File: config.mk
export PLATFORM = sky130hd
export DESIGN_NAME = rx_event_code_generator
export DESIGN_NICKNAME = d
export VERILOG_FILES = /design/src/rx_event_pkg.sv /design/src/rx_event_code_generator.sv
export VERILOG_INCLUDE_DIRS = /design/src
export SDC_FILE = /design/constraint.sdc
export NUM_CORES = 1
export LEC_CHECK = 0
export ABC_AREA = 1
export ABC_CLOCK_PERIOD_IN_PS = 5700
export BUFFER_PORTS_ARGS = -buffer_cell sky130_fd_sc_hd__buf_2
export CAP_MARGIN = 20
export CORE_UTILIZATION = 41
export CTS_CLUSTER_SIZE = 8
export DETAILED_ROUTE_END_ITERATION = 10
export HOLD_SLACK_MARGIN = 0.1
export PLACE_DENSITY_LB_ADDON = 0.08
export SYNTH_ARGS = -nofsm -noshare
export SYNTH_HDL_FRONTEND = slang
export SYNTH_SLANG_ARGS = --single-unit
File: constraint.sdc
create_clock -name sys_clk -period 5.7 [get_ports sys_clk]
set_input_delay 1.14 -clock sys_clk [delete_from_list [all_inputs] [get_ports sys_clk]]
set_output_delay 1.14 -clock sys_clk [all_outputs]
set_load 0.01 [all_outputs]
File: src/rx_event_defs.svh
/*
  Constants for the miscellaneous receive-queue event generator:
  event identifiers, counter-overflow bit positions, register offsets,
  control bit positions and source slot indices.
  Assumes inclusion by bare name from the design files.
*/
`ifndef RX_EVENT_DEFS_SVH
`define RX_EVENT_DEFS_SVH

// ----------------------------------------------------------------
// event identifiers (7 bits)
// ----------------------------------------------------------------
`define EVT_ZERO_DESC 7'h29
`define EVT_ZERO_ALIAS 7'h69
`define EVT_VM_RES 7'h38
`define EVT_BUF_OVF 7'h39
`define EVT_CT_NODESC 7'h3a
`define EVT_CT_CANCEL 7'h3b
`define EVT_SCATTER 7'h3c
`define EVT_CNT_OVF 7'h3d
`define EVT_POOL 7'h3e
`define EVT_TS32 7'h5e
`define EVT_TS64 7'h5f
`define EVT_USER_LO 7'h30
`define EVT_USER_HI 7'h37

// ----------------------------------------------------------------
// counter-overflow information bits
// ----------------------------------------------------------------
`define CNT_WR_BIT 27
`define CNT_RD_BIT 26
`define CNT_TS_BIT 25
`define CNT_PERF1_BIT 24
`define CNT_PERF2_BIT 23

// ----------------------------------------------------------------
// register map and fields
// ----------------------------------------------------------------
`define ADDR_W 4
`define REG_CTRL 4'h0
`define REG_STATUS 4'h4
`define REG_MASK 4'h8
`define REG_PEND 4'hc
`define CTRL_W 4
`define CTRL_BADFRM 0
`define CTRL_TS_EN 1
`define CTRL_TS64 2
`define CTRL_ALIAS 3
`define CTRL_RESET 4'h0
`define MASK_RESET 10'h000
`define STAT_W 10
`define STAT_LOST 9

// ----------------------------------------------------------------
// source slots, lowest index wins arbitration
// ----------------------------------------------------------------
`define SRC_N 9
`define SRC_ZERO 0
`define SRC_VM 1
`define SRC_OVF 2
`define SRC_CT_NODESC 3
`define SRC_CT_CANCEL 4
`define SRC_SCATTER 5
`define SRC_CNT 6
`define SRC_POOL 7
`define SRC_USER 8

`endif

File: src/rx_event_pkg.sv
/*
  Types shared by the receive-queue event generator.
  Assumes nothing of its surroundings.
*/
package rx_event_pkg;
  typedef enum logic [0:0] {st_idle, st_stamp} state_type;
  typedef logic [6:0] event_id_type;
  typedef logic [31:0] word_type;
  typedef logic [3:0] src_index_type;
endpackage
File: src/rx_event_code_generator.sv
/*
  Miscellaneous receive-queue event generator: captures event requests from
  the DMA, reassembly, cut-through, counter and buffer-pool logic, arbitrates
  them and hands one queue entry at a time to the receive queue unit, with an
  optional timestamp entry ahead of each event.
  Assumes all request inputs come from logic on sys_clk and that the queue
  unit takes an entry in any cycle where ce, entry_valid and entry_ready are high.

  // Summary of operation
  // RULE_01 - zero descriptor address: cancel, post 0x29
  // RULE_02 - 0x69 is alias encoding of 0x29
  // RULE_03 - vm boundary without segment buffer posts 0x38
  // RULE_04 - vm size overrun also posts 0x38
  // RULE_05 - info: packet pointer if bad frames, else descriptor
  // RULE_06 - real buffer size overrun posts 0x39
  // RULE_07 - cut-through without header descriptor posts 0x3a
  // RULE_08 - cut-through cancel on error posts 0x3b
  // RULE_09 - scatter buffer shortage posts 0x3c, buffer address
  // RULE_10 - software recovers pages or finishes packet
  // RULE_11 - counter overflows merge into one 0x3d
  // RULE_12 - overflow bits 27 to 23 as defined
  // RULE_13 - pool status posts 0x3e with status
  // RULE_14 - timestamp on: 0x5e before next event
  // RULE_15 - 64-bit form: 0x5f, timestamp high word
  // RULE_16 - 7-bit identifier stored beside information
  // RULE_17 - user identifiers passed through unchanged
*/
// Strobed register access and the register addresses are this design's own decisions.
`timescale 1ns/10ps
`default_nettype none
`include "rx_event_defs.svh"

module rx_event_code_generator
  import rx_event_pkg::*;
(
  // clock, reset, enable
  input wire logic sys_clk,
  input wire logic rst,
  input wire logic ce,
  // descriptor zero address
  input wire logic desc_zero_evt,
  input wire logic [31:0] desc_zero_addr,
  output logic desc_cancel,
  // reassembly cell checks
  input wire logic cell_valid,
  input wire logic vm_cross,
  input wire logic seg_buf_avail,
  input wire logic vm_size_exceed,
  input wire logic real_size_exceed,
  input wire logic [31:0] pkt_ptr,
  input wire logic [31:0] channel_descriptor_ptr,
  // cut-through adaptation and scatter
  input wire logic ct_nodesc_evt,
  input wire logic ct_cancel_evt,
  input wire logic [31:0] ct_sys_desc_addr,
  input wire logic scatter_short_evt,
  input wire logic [31:0] scatter_buf_addr,
  // counter overflows
  input wire logic dma_wr_bytes_ovf,
  input wire logic dma_rd_bytes_ovf,
  input wire logic queue_ts_ovf,
  input wire logic host_perf1_ovf,
  input wire logic host_perf2_ovf,
  // buffer pool manager status
  input wire logic pool_status_evt,
  input wire logic [31:0] pool_status,
  // user-defined events
  input wire logic user_evt,
  input wire logic [6:0] user_id,
  input wire logic [31:0] user_info,
  // timestamp source
  input wire logic [31:0] timestamp,
  // queue entry toward the receive queue unit
  output logic entry_valid,
  output logic [6:0] entry_id,
  output logic [31:0] entry_info,
  output logic [31:0] entry_info_hi,
  input wire logic entry_ready,
  // register port
  input wire logic [`ADDR_W-1:0] reg_addr,
  input wire logic [31:0] reg_wdata,
  input wire logic reg_wr,
  input wire logic reg_rd,
  output logic [31:0] reg_rdata,
  // interrupt
  output logic irq
);

  // ----------------------------------------------------------------
  // functions
  // ----------------------------------------------------------------
  function automatic src_index_type first_set(input logic [`SRC_N-1:0] v);
    first_set = 4'h0;
    for (int i = `SRC_N - 1; i >= 0; i--)
    begin
      if (v[i])
        first_set = 4'(i);
    end
  endfunction

  function automatic logic [`SRC_N-1:0] one_hot(input src_index_type idx);
    one_hot = 9'(9'h001 << idx);
  endfunction

  function automatic event_id_type event_code(input src_index_type idx,
                                              input logic alias_sel,
                                              input event_id_type uid);
    case (idx)
      4'h0: event_code = alias_sel ? `EVT_ZERO_ALIAS : `EVT_ZERO_DESC;
      4'h1: event_code = `EVT_VM_RES;
      4'h2: event_code = `EVT_BUF_OVF;
      4'h3: event_code = `EVT_CT_NODESC;
      4'h4: event_code = `EVT_CT_CANCEL;
      4'h5: event_code = `EVT_SCATTER;
      4'h6: event_code = `EVT_CNT_OVF;
      4'h7: event_code = `EVT_POOL;
      default: event_code = uid;
    endcase
  endfunction

  // ----------------------------------------------------------------
  // state
  // ----------------------------------------------------------------
  state_type state_reg;
  logic [`SRC_N-1:0] pend_reg;
  word_type info_reg [0:`SRC_N-1];
  event_id_type user_id_reg;
  src_index_type sel_reg;
  logic [`CTRL_W-1:0] ctrl_reg;
  logic [`STAT_W-1:0] status_reg;
  logic [`STAT_W-1:0] mask_reg;
  logic out_valid_reg;
  event_id_type out_id_reg;
  word_type out_info_reg;
  word_type out_hi_reg;
  logic cancel_reg;
  word_type rdata_reg;
  logic irq_reg;

  // ----------------------------------------------------------------
  // event detection
  // ----------------------------------------------------------------
  wire logic bad_frames = ctrl_reg[`CTRL_BADFRM];
  wire logic vm_hit = cell_valid & ((vm_cross & ~seg_buf_avail) | vm_size_exceed); // RULE_03 RULE_04
  wire logic ovf_hit = cell_valid & real_size_exceed; // RULE_06
  // user identifiers outside their range are refused and counted as lost
  wire logic user_in_range = (user_id >= `EVT_USER_LO) && (user_id <= `EVT_USER_HI);
  wire logic user_ok = user_evt & user_in_range;
  wire logic user_bad = user_evt & ~user_in_range;
  wire logic [31:0] cnt_bits = {4'h0, dma_wr_bytes_ovf, dma_rd_bytes_ovf, queue_ts_ovf,
    host_perf1_ovf, host_perf2_ovf, 23'h0}; // RULE_12
  wire logic cnt_any = |cnt_bits;
  wire logic [31:0] frame_ptr = bad_frames ? pkt_ptr : channel_descriptor_ptr; // RULE_05
  wire logic [`SRC_N-1:0] set_vec = {user_ok, pool_status_evt, cnt_any, scatter_short_evt,
    ct_cancel_evt, ct_nodesc_evt, ovf_hit, vm_hit, desc_zero_evt}; // RULE_07 RULE_08 RULE_09

  word_type new_info [0:`SRC_N-1];
  assign new_info[`SRC_ZERO] = desc_zero_addr; // RULE_01
  assign new_info[`SRC_VM] = frame_ptr;
  assign new_info[`SRC_OVF] = frame_ptr;
  assign new_info[`SRC_CT_NODESC] = frame_ptr;
  assign new_info[`SRC_CT_CANCEL] = ct_sys_desc_addr; // RULE_08
  assign new_info[`SRC_SCATTER] = scatter_buf_addr; // RULE_09
  assign new_info[`SRC_CNT] = cnt_bits;
  assign new_info[`SRC_POOL] = pool_status; // RULE_13
  assign new_info[`SRC_USER] = user_info;

  // ----------------------------------------------------------------
  // arbitration and entry loading
  // ----------------------------------------------------------------
  wire logic ts_on = ctrl_reg[`CTRL_TS_EN];
  wire logic ts64 = ctrl_reg[`CTRL_TS64];
  wire logic out_free = ~out_valid_reg | entry_ready;
  wire logic any_pend = |pend_reg;
  wire src_index_type first_idx = first_set(pend_reg);
  wire logic idle_go = (state_reg == st_idle) & out_free & any_pend;
  wire logic load_stamp = idle_go & ts_on; // RULE_14
  wire logic load_event = (idle_go & ~ts_on) | ((state_reg == st_stamp) & out_free);
  wire src_index_type ev_idx = (state_reg == st_stamp) ? sel_reg : first_idx;
  wire logic [`SRC_N-1:0] clr_vec = load_event ? one_hot(ev_idx) : 9'h000;
  // a new request in the cycle its slot is emptied is kept, not lost
  wire logic [`SRC_N-1:0] take_vec = set_vec & (~pend_reg | clr_vec);
  wire logic [`SRC_N-1:0] lost_vec = set_vec & pend_reg & ~clr_vec & ~one_hot(4'(`SRC_CNT));
  wire logic [`SRC_N-1:0] pend_next = (pend_reg & ~clr_vec) | set_vec;
  wire event_id_type stamp_id = ts64 ? `EVT_TS64 : `EVT_TS32;

  wire logic out_valid_next = out_free ? (load_stamp | load_event) : 1'b1;
  wire event_id_type out_id_next = load_stamp ? stamp_id :
    load_event ? event_code(ev_idx, ctrl_reg[`CTRL_ALIAS], user_id_reg) : out_id_reg; // RULE_02 RULE_16 RULE_17
  wire word_type out_info_next = load_stamp ? (ts64 ? 32'h0 : timestamp) :
    load_event ? info_reg[ev_idx] : out_info_reg; // RULE_14
  wire word_type out_hi_next = load_stamp ? (ts64 ? timestamp : 32'h0) :
    load_event ? 32'h0 : out_hi_reg; // RULE_15

  always_ff @(posedge sys_clk)
  begin
    if (rst)
    begin
      state_reg <= st_idle;
      sel_reg <= 4'h0;
    end
    else if (ce)
    begin
      if (load_stamp)
      begin
        state_reg <= st_stamp;
        sel_reg <= first_idx;
      end
      else if (load_event)
        state_reg <= st_idle;
    end
  end

  always_ff @(posedge sys_clk)
  begin
    if (rst)
    begin
      pend_reg <= 9'h000;
      user_id_reg <= 7'h00;
      for (int i = 0; i < `SRC_N; i++)
        info_reg[i] <= 32'h0;
    end
    else if (ce)
    begin
      pend_reg <= pend_next;
      if (take_vec[`SRC_USER])
        user_id_reg <= user_id;
      for (int i = 0; i < `SRC_N; i++)
      begin
        // overflow bits accumulate until the event is loaded into the output entry
        if (i == `SRC_CNT)
          info_reg[i] <= (clr_vec[i] ? 32'h0 : info_reg[i]) | new_info[i]; // RULE_11
        else if (take_vec[i])
          info_reg[i] <= new_info[i];
      end
    end
  end

  always_ff @(posedge sys_clk)
  begin
    if (rst)
    begin
      out_valid_reg <= 1'b0;
      out_id_reg <= 7'h00;
      out_info_reg <= 32'h0;
      out_hi_reg <= 32'h0;
      cancel_reg <= 1'b0;
    end
    else if (ce)
    begin
      out_valid_reg <= out_valid_next;
      out_id_reg <= out_id_next;
      out_info_reg <= out_info_next;
      out_hi_reg <= out_hi_next;
      cancel_reg <= desc_zero_evt; // RULE_01
    end
  end

  // ----------------------------------------------------------------
  // registers and interrupt
  // ----------------------------------------------------------------
  wire logic hit_ctrl = reg_addr == `REG_CTRL;
  wire logic hit_status = reg_addr == `REG_STATUS;
  wire logic hit_mask = reg_addr == `REG_MASK;
  wire logic hit_pend = reg_addr == `REG_PEND;
  wire logic [`STAT_W-1:0] stat_set = {(|lost_vec) | user_bad, clr_vec};
  // read clears, but an event landing in the same cycle stays set
  wire logic [`STAT_W-1:0] status_next =
    ((reg_rd & hit_status) ? 10'h000 : status_reg) | stat_set;
  wire word_type rdata_next = ~reg_rd ? 32'h0 :
    hit_ctrl ? {28'h0, ctrl_reg} :
    hit_status ? {22'h0, status_reg} :
    hit_mask ? {22'h0, mask_reg} :
    hit_pend ? {23'h0, pend_reg} : 32'h0;

  always_ff @(posedge sys_clk)
  begin
    if (rst)
    begin
      ctrl_reg <= `CTRL_RESET;
      mask_reg <= `MASK_RESET;
      status_reg <= 10'h000;
      rdata_reg <= 32'h0;
      irq_reg <= 1'b0;
    end
    else if (ce)
    begin
      if (reg_wr & hit_ctrl)
        ctrl_reg <= reg_wdata[`CTRL_W-1:0];
      if (reg_wr & hit_mask)
        mask_reg <= reg_wdata[`STAT_W-1:0];
      status_reg <= status_next;
      rdata_reg <= rdata_next;
      irq_reg <= |(status_next & mask_reg);
    end
  end

  assign entry_valid = out_valid_reg;
  assign entry_id = out_id_reg;
  assign entry_info = out_info_reg;
  assign entry_info_hi = out_hi_reg;
  assign desc_cancel = cancel_reg;
  assign reg_rdata = rdata_reg;
  assign irq = irq_reg;
endmodule
`default_nettype wire

Word level (Yosys, flattened, before mapping)
Memory sizes are Yosys's and may differ from the RTL's.
Index checks and enable logic that the tools add are counted.
Word-level totals
  output and inout bits: 106
  flip-flop bits (word level): 151
  memories kept: 1
  bits in read-only memories: 0
  RAM bits: 288
  input bits: 321
  word-level logic and storage cells: 163
  bits in latches: 0
Cells by class
  equality and inequality tests: 10
  add/sub/neg operators: 0
  reductions and logical operators: 13
  divide/modulo/power cells: 0
  muxes and demuxes: 79
  magnitude comparators: 2
  shift-type cells: 1
  $mul: 0
  bitwise operators: 43
Memory list
  info_reg: depth 9, width 32, read ports 2, clocked after Yosys merged registers in 0, write ports 9, line rx_event_code_generator.sv:126  | word_type info_reg [0:`SRC_N-1];
Operators with widths (number)
  $mux W32: 17
  $pmux W7 S8: 1
  $mux W10: 5
  $mux W1: 41
  $mux W4: 10
  $and A9 B9 Y9: 4
  $or A32 B28 Y32: 1
  $mux W7: 3
  $eq A4 B3 Y1 const B: 5
  $mux W9: 2
  $not A9 Y9: 2
  $or A9 B9 Y9: 2
  $or A1 B1 Y1: 14
  $and A1 B1 Y1: 13
  $and A10 B10 Y10: 1
  $or A10 B10 Y10: 1
  $reduce_and A2 Y1: 5
  $reduce_or A10 Y1: 1
  $reduce_or A9 Y1: 1
  $shl A1 B4 Y9 const A: 1
  $eq A4 B2 Y1 const B: 2
  $eq A4 B4 Y1 const B: 2
  $logic_not A4 Y1: 2
  $reduce_or A8 Y1: 1
  7 further kinds: 11

Depth between registers and ports, before layout
  word-level depth: 19
  gate-level depth with buffers: 20
  gate-level depth less buffers: 19

Worst setup path before layout
No wires, ideal clock.
  path type: in2reg
  start: input port entry_ready
  end: memory info_reg[2][0] (netlist bit) (enable)
  setup time: 0.466 ns
  required time: 5.234 ns
  stages: 6
  setup slack: 1.389 ns
  path buffers: 0
  arrival: 3.845 ns
  path through: nor2_1 inv_1 nand2_2 nor2_8 a21oi_1 o21ai_0
RTL lines
  from (decl): line rx_event_code_generator.sv:78  | input wire logic entry_ready,
  to (decl): line rx_event_code_generator.sv:126

Final worst setup path
  start: register pend_reg[7]
  end: register out_info_reg[10] (netlist: entry_info[10])
Between the ends
  cells in the longest elaborated chain, start to end: 12
  elaborated cells between the ends (all ways): 19
RTL lines
  from (decl): line rx_event_code_generator.sv:125  | logic [`SRC_N-1:0] pend_reg;
  from (signal assigned): line rx_event_code_generator.sv:225  | pend_reg <= pend_next;
  $mux W4 (8 in a row): line rx_event_code_generator.sv:96  | if (v[i])
  $mux W4: line rx_event_code_generator.sv:179  | wire src_index_type ev_idx = (state_reg == st_stamp) ? sel_reg : first_idx;
  $mem_v2 Z9 W32
  $mux W32: line rx_event_code_generator.sv:191  | load_event ? info_reg[ev_idx] : out_info_reg;
  $mux W32: line rx_event_code_generator.sv:190  | wire word_type out_info_next = load_stamp ? (ts64 ? 32'h0 : timestamp) :
  to (signal assigned): line rx_event_code_generator.sv:253  | out_info_reg <= out_info_next;
  to (decl): line rx_event_code_generator.sv:134  | word_type out_info_reg;
Several ways; a longest one is shown, not always the timed one. The select of a mux whose other input is x is not followed.
A chain may end at the register's enable or synchronous reset.

==> results.yml <==
run_status:
  status: "finished clean"
timing:
  setup_viol: 0
  fmax_mhz: 270
  finalCriticalPeriod_ps: 3710
  tightest_slew_ps: 1060
  fin_ws_ps: 1990
  min_period_over_period_pct: 65.1
  hold_viol: 0
  drv_slew: 0
  rsz0062_at_grt: "no"
  finClkSkew_ps: 18.2
  relSlewSlack_pct: 28.9
  finalSetupTns_ps: 0
cts:
  clk_latency_ps: 590
  cts_setup_buffers: 0
  cts_sinks: 390
  clkTransAtPathRegs_ps: 50
  clockRootBuffer: "clkbuf_16"
  ctsResizeCount: 0
  cts_tree: "built"
  cts_hold_buffers: 0
  h-tree-depth: 2
  cts_made_buffers: 54
  cts_buffer_depth: 3
drt:
  drtIter0Drc: 985
  wl_per_cell_um: 18.1
  routed_wirelength_mm: 55.4
  viasPerCell: 4.88
  drt_pass1_iterations: 6
  drc: 0
  antenna_left: 0
  dr_total_vias: 14900
synthesis:
  yosysSeqAreaShare_pct: 58.5
  ys_warn_count: 0
  synthXorXnorAreaFrac_pct: 0
  synth_top_family_by_area: "simple AND/OR/NAND/NOR gates"
  synthAdderAreaFrac_pct: 0
  synth_edf_count: 261
  ys_types: 42
  avgSynthCellArea_sq_um: 8.44
  yosys.area_share.simple_pct: 24.8
  synth_area_sq_um: 17800
  synthFlopType: "edfxtp_1"
  postSynthCellCount: 2110
  ys_ff_latch: 390
  synth_mux_area_share_pct: 0
  async_flop_share_pct: 0
  synth_compound_area_share_pct: 8.20
floorplanning:
  fp-row-count: 75
  core-area_sq_um: 42400
  die_area_sq_um: 44300
  initial_core_util_pct: 42.0
  io_pins: 427
  die_w_um: 210
  die_h_um: 210
power_and_ir_drop:
  report.power.total_mw: 7.41
  p_leak_nw: 10.0
  power_density_nw_per_um2: 343
  peakVddDrop_mv: 0.254
finish:
  area_delta_synth_final_pct: 21.3
  fin_util_pct: 50.9
  stdcell_count: 3064
  largest_reg_flops: 261
  nets: 2782
  layout-drive-gt1-share_pct: 20.4
critical_path:
  critPathMaxFanout: 46
  path_class: "flip-flop to flip-flop"
  crit_chain: "nand2_1 -> nand2_1 -> nand2_1 -> nand2_1 -> nand2_1 -> nand2_1 -> nand3_2 -> nand2_4 -> nand2_1 -> inv_2 -> buf_4 -> nand2_1 -> nand3_1 -> nand2_1 -> nand3_1 -> nand2_1 -> a21oi_1"
  crit_arrival_ps: 4220
  cp_slowest_cell: "inv_2"
  cp-startpoint: "pend_reg[7]"
  cpMostUsedCell: "nand2_1"
  critPathMaxStageDelay_ps: 650
  rr_startpoint: "pend_reg[7]"
  critPathRequiredTime_ps: 6210
  worst_setup_path_start_kind: "flip-flop"
  end_kind: "flip-flop"
global_route:
  antenna_found_initial: 2
  grt_pass1_wl_mm: 81.8
  grt_max_degree: 108
  grt_pass1_vias: 14300
  grt-ovfl-total: 0
  grt.total_usage_pct: 24.7
hold_path:
  holdCritStartpoint: "user_id_reg[6]"
  hp-class: "flip-flop to flip-flop"
placement:
  dp_hpwl_mm: 38.3
  io_buffers: 382
  place_congestion: 0.904
  dp_slack_ps: 1460
  dp_cells: 2982
run:
  cap_violations: 0
-- report_power, final --
group          total (mW)  internal (mW)  switching (mW)
registers            3.31           3.24          0.0701
logic                1.20          0.341           0.856
clock network        2.90           1.74            1.16
-- critical path, delay by kind of cell (launching register included) --
kind / cells / cell delay [ps]
simple gates: 14 / 1890
buf+inv: 2 / 1120
compound gates: 1 / 130
flops: 1 / 450
-- layout make-up --
type / instances / area, sq um
Clock buffer: 78 / 1460
Sequential cell: 390 / 10400
Antenna cell: 2 / 5.00
Inverter: 228 / 861
Multi-Input combinational cell: 1384 / 6000
Clock inverter: 2 / 28.8
Tap cell: 577 / 722
Fill cell: 4220 / 20800
Timing Repair Buffer: 403 / 2100
-- worst paths after layout --
| path | to | slack, ps | cells after the start |
|---|---|---|---|
| max reg2reg | entry_info[10] | 1990 | 17 |
| min | user_id_reg[6] | 440 | 2 |
| max | entry_info[10] | 1990 | 17 |
| min reg2reg | user_id_reg[6] | 440 | 2 |
-- synthesized netlist by cell type, types with 2 or more instances --
master / n / area (sq um)
o221ai_1: 4 / 35.0
o22ai_1: 3 / 18.8
o21a_1: 2 / 15.0
o31ai_1: 6 / 45.0
o21ai_0: 57 / 285
inv_2: 10 / 37.5
nand2_1: 733 / 2750
dfxtp_1: 129 / 2580
a31oi_1: 6 / 37.5
nand2_2: 5 / 31.3
a221oi_1: 5 / 43.8
buf_6: 3 / 33.8
nor3_1: 3 / 15.0
o211ai_1: 6 / 45.0
clkbuf_1: 55 / 206
a21oi_1: 163 / 816
nand4_1: 4 / 25.0
buf_4: 26 / 195
nand3_1: 114 / 571
nor2_2: 6 / 37.5
edfxtp_1: 261 / 7840
o21ai_1: 15 / 75.1
nor2_1: 206 / 773
or2_2: 3 / 18.8
inv_1: 215 / 807
o32ai_1: 2 / 17.5
nand2_4: 2 / 22.5
buf_2: 42 / 210
nor2_4: 4 / 45.0
buf_1: 2 / 7.51
clkinv_1: 3 / 11.3
nand3_2: 5 / 50.1
-- cell usage in the layout, fill, tap and decap left out, types with 2 or more instances in the layout --
cell type,Yosys,routed
nand2_1,733,730
buf_2,42,382
edfxtp_1,261,261
inv_1,215,215
nor2_1,206,204
a21oi_1,163,163
dfxtp_1,129,129
nand3_1,114,114
o21ai_0,57,56
clkbuf_16,0,55
clkbuf_1,55,23
conb_1,1,22
buf_4,26,19
o21ai_1,15,14
inv_2,10,9
nand2_2,5,8
nor2_2,6,7
a31oi_1,6,6
o31ai_1,6,6
o211ai_1,6,6
nand3_2,5,5
nor2_4,4,5
a221oi_1,5,5
o221ai_1,4,4
nand4_1,4,4
or2_2,3,3
nor3_1,3,3
o22ai_1,3,3
clkinv_1,3,3
diode_2,0,2
nand2_4,2,2
o21ai_4,0,2
o32ai_1,2,2
o21a_1,2,2
inv_6,0,2
-- routing by layer --
metal	wire length (um)	track usage [%]	share of wire [%]	vias to the layer above
li1	-	-	-	7443
met3	3220	4.01	5.8	108
met5	0	0	0	-
met4	2210	11.5	4.0	0
met2	26800	41.7	48	472
met1	23200	31.1	42	6920
-- kinds of logic after synthesis --
logic type | count (synthesis)
other cells | 1
buf+inv | 357
simple gates | 1090
compound gates | 272
flops | 390
-- per-stage QoR --
step	hold slack (ps)	area, sq um
detailed placement	429	20100
floorplan	419	17900
global route	459	21600
finish	441	21600
CTS	437	21600
global placement	426	20100
Note: power is estimated with default switching activity, not from simulation.
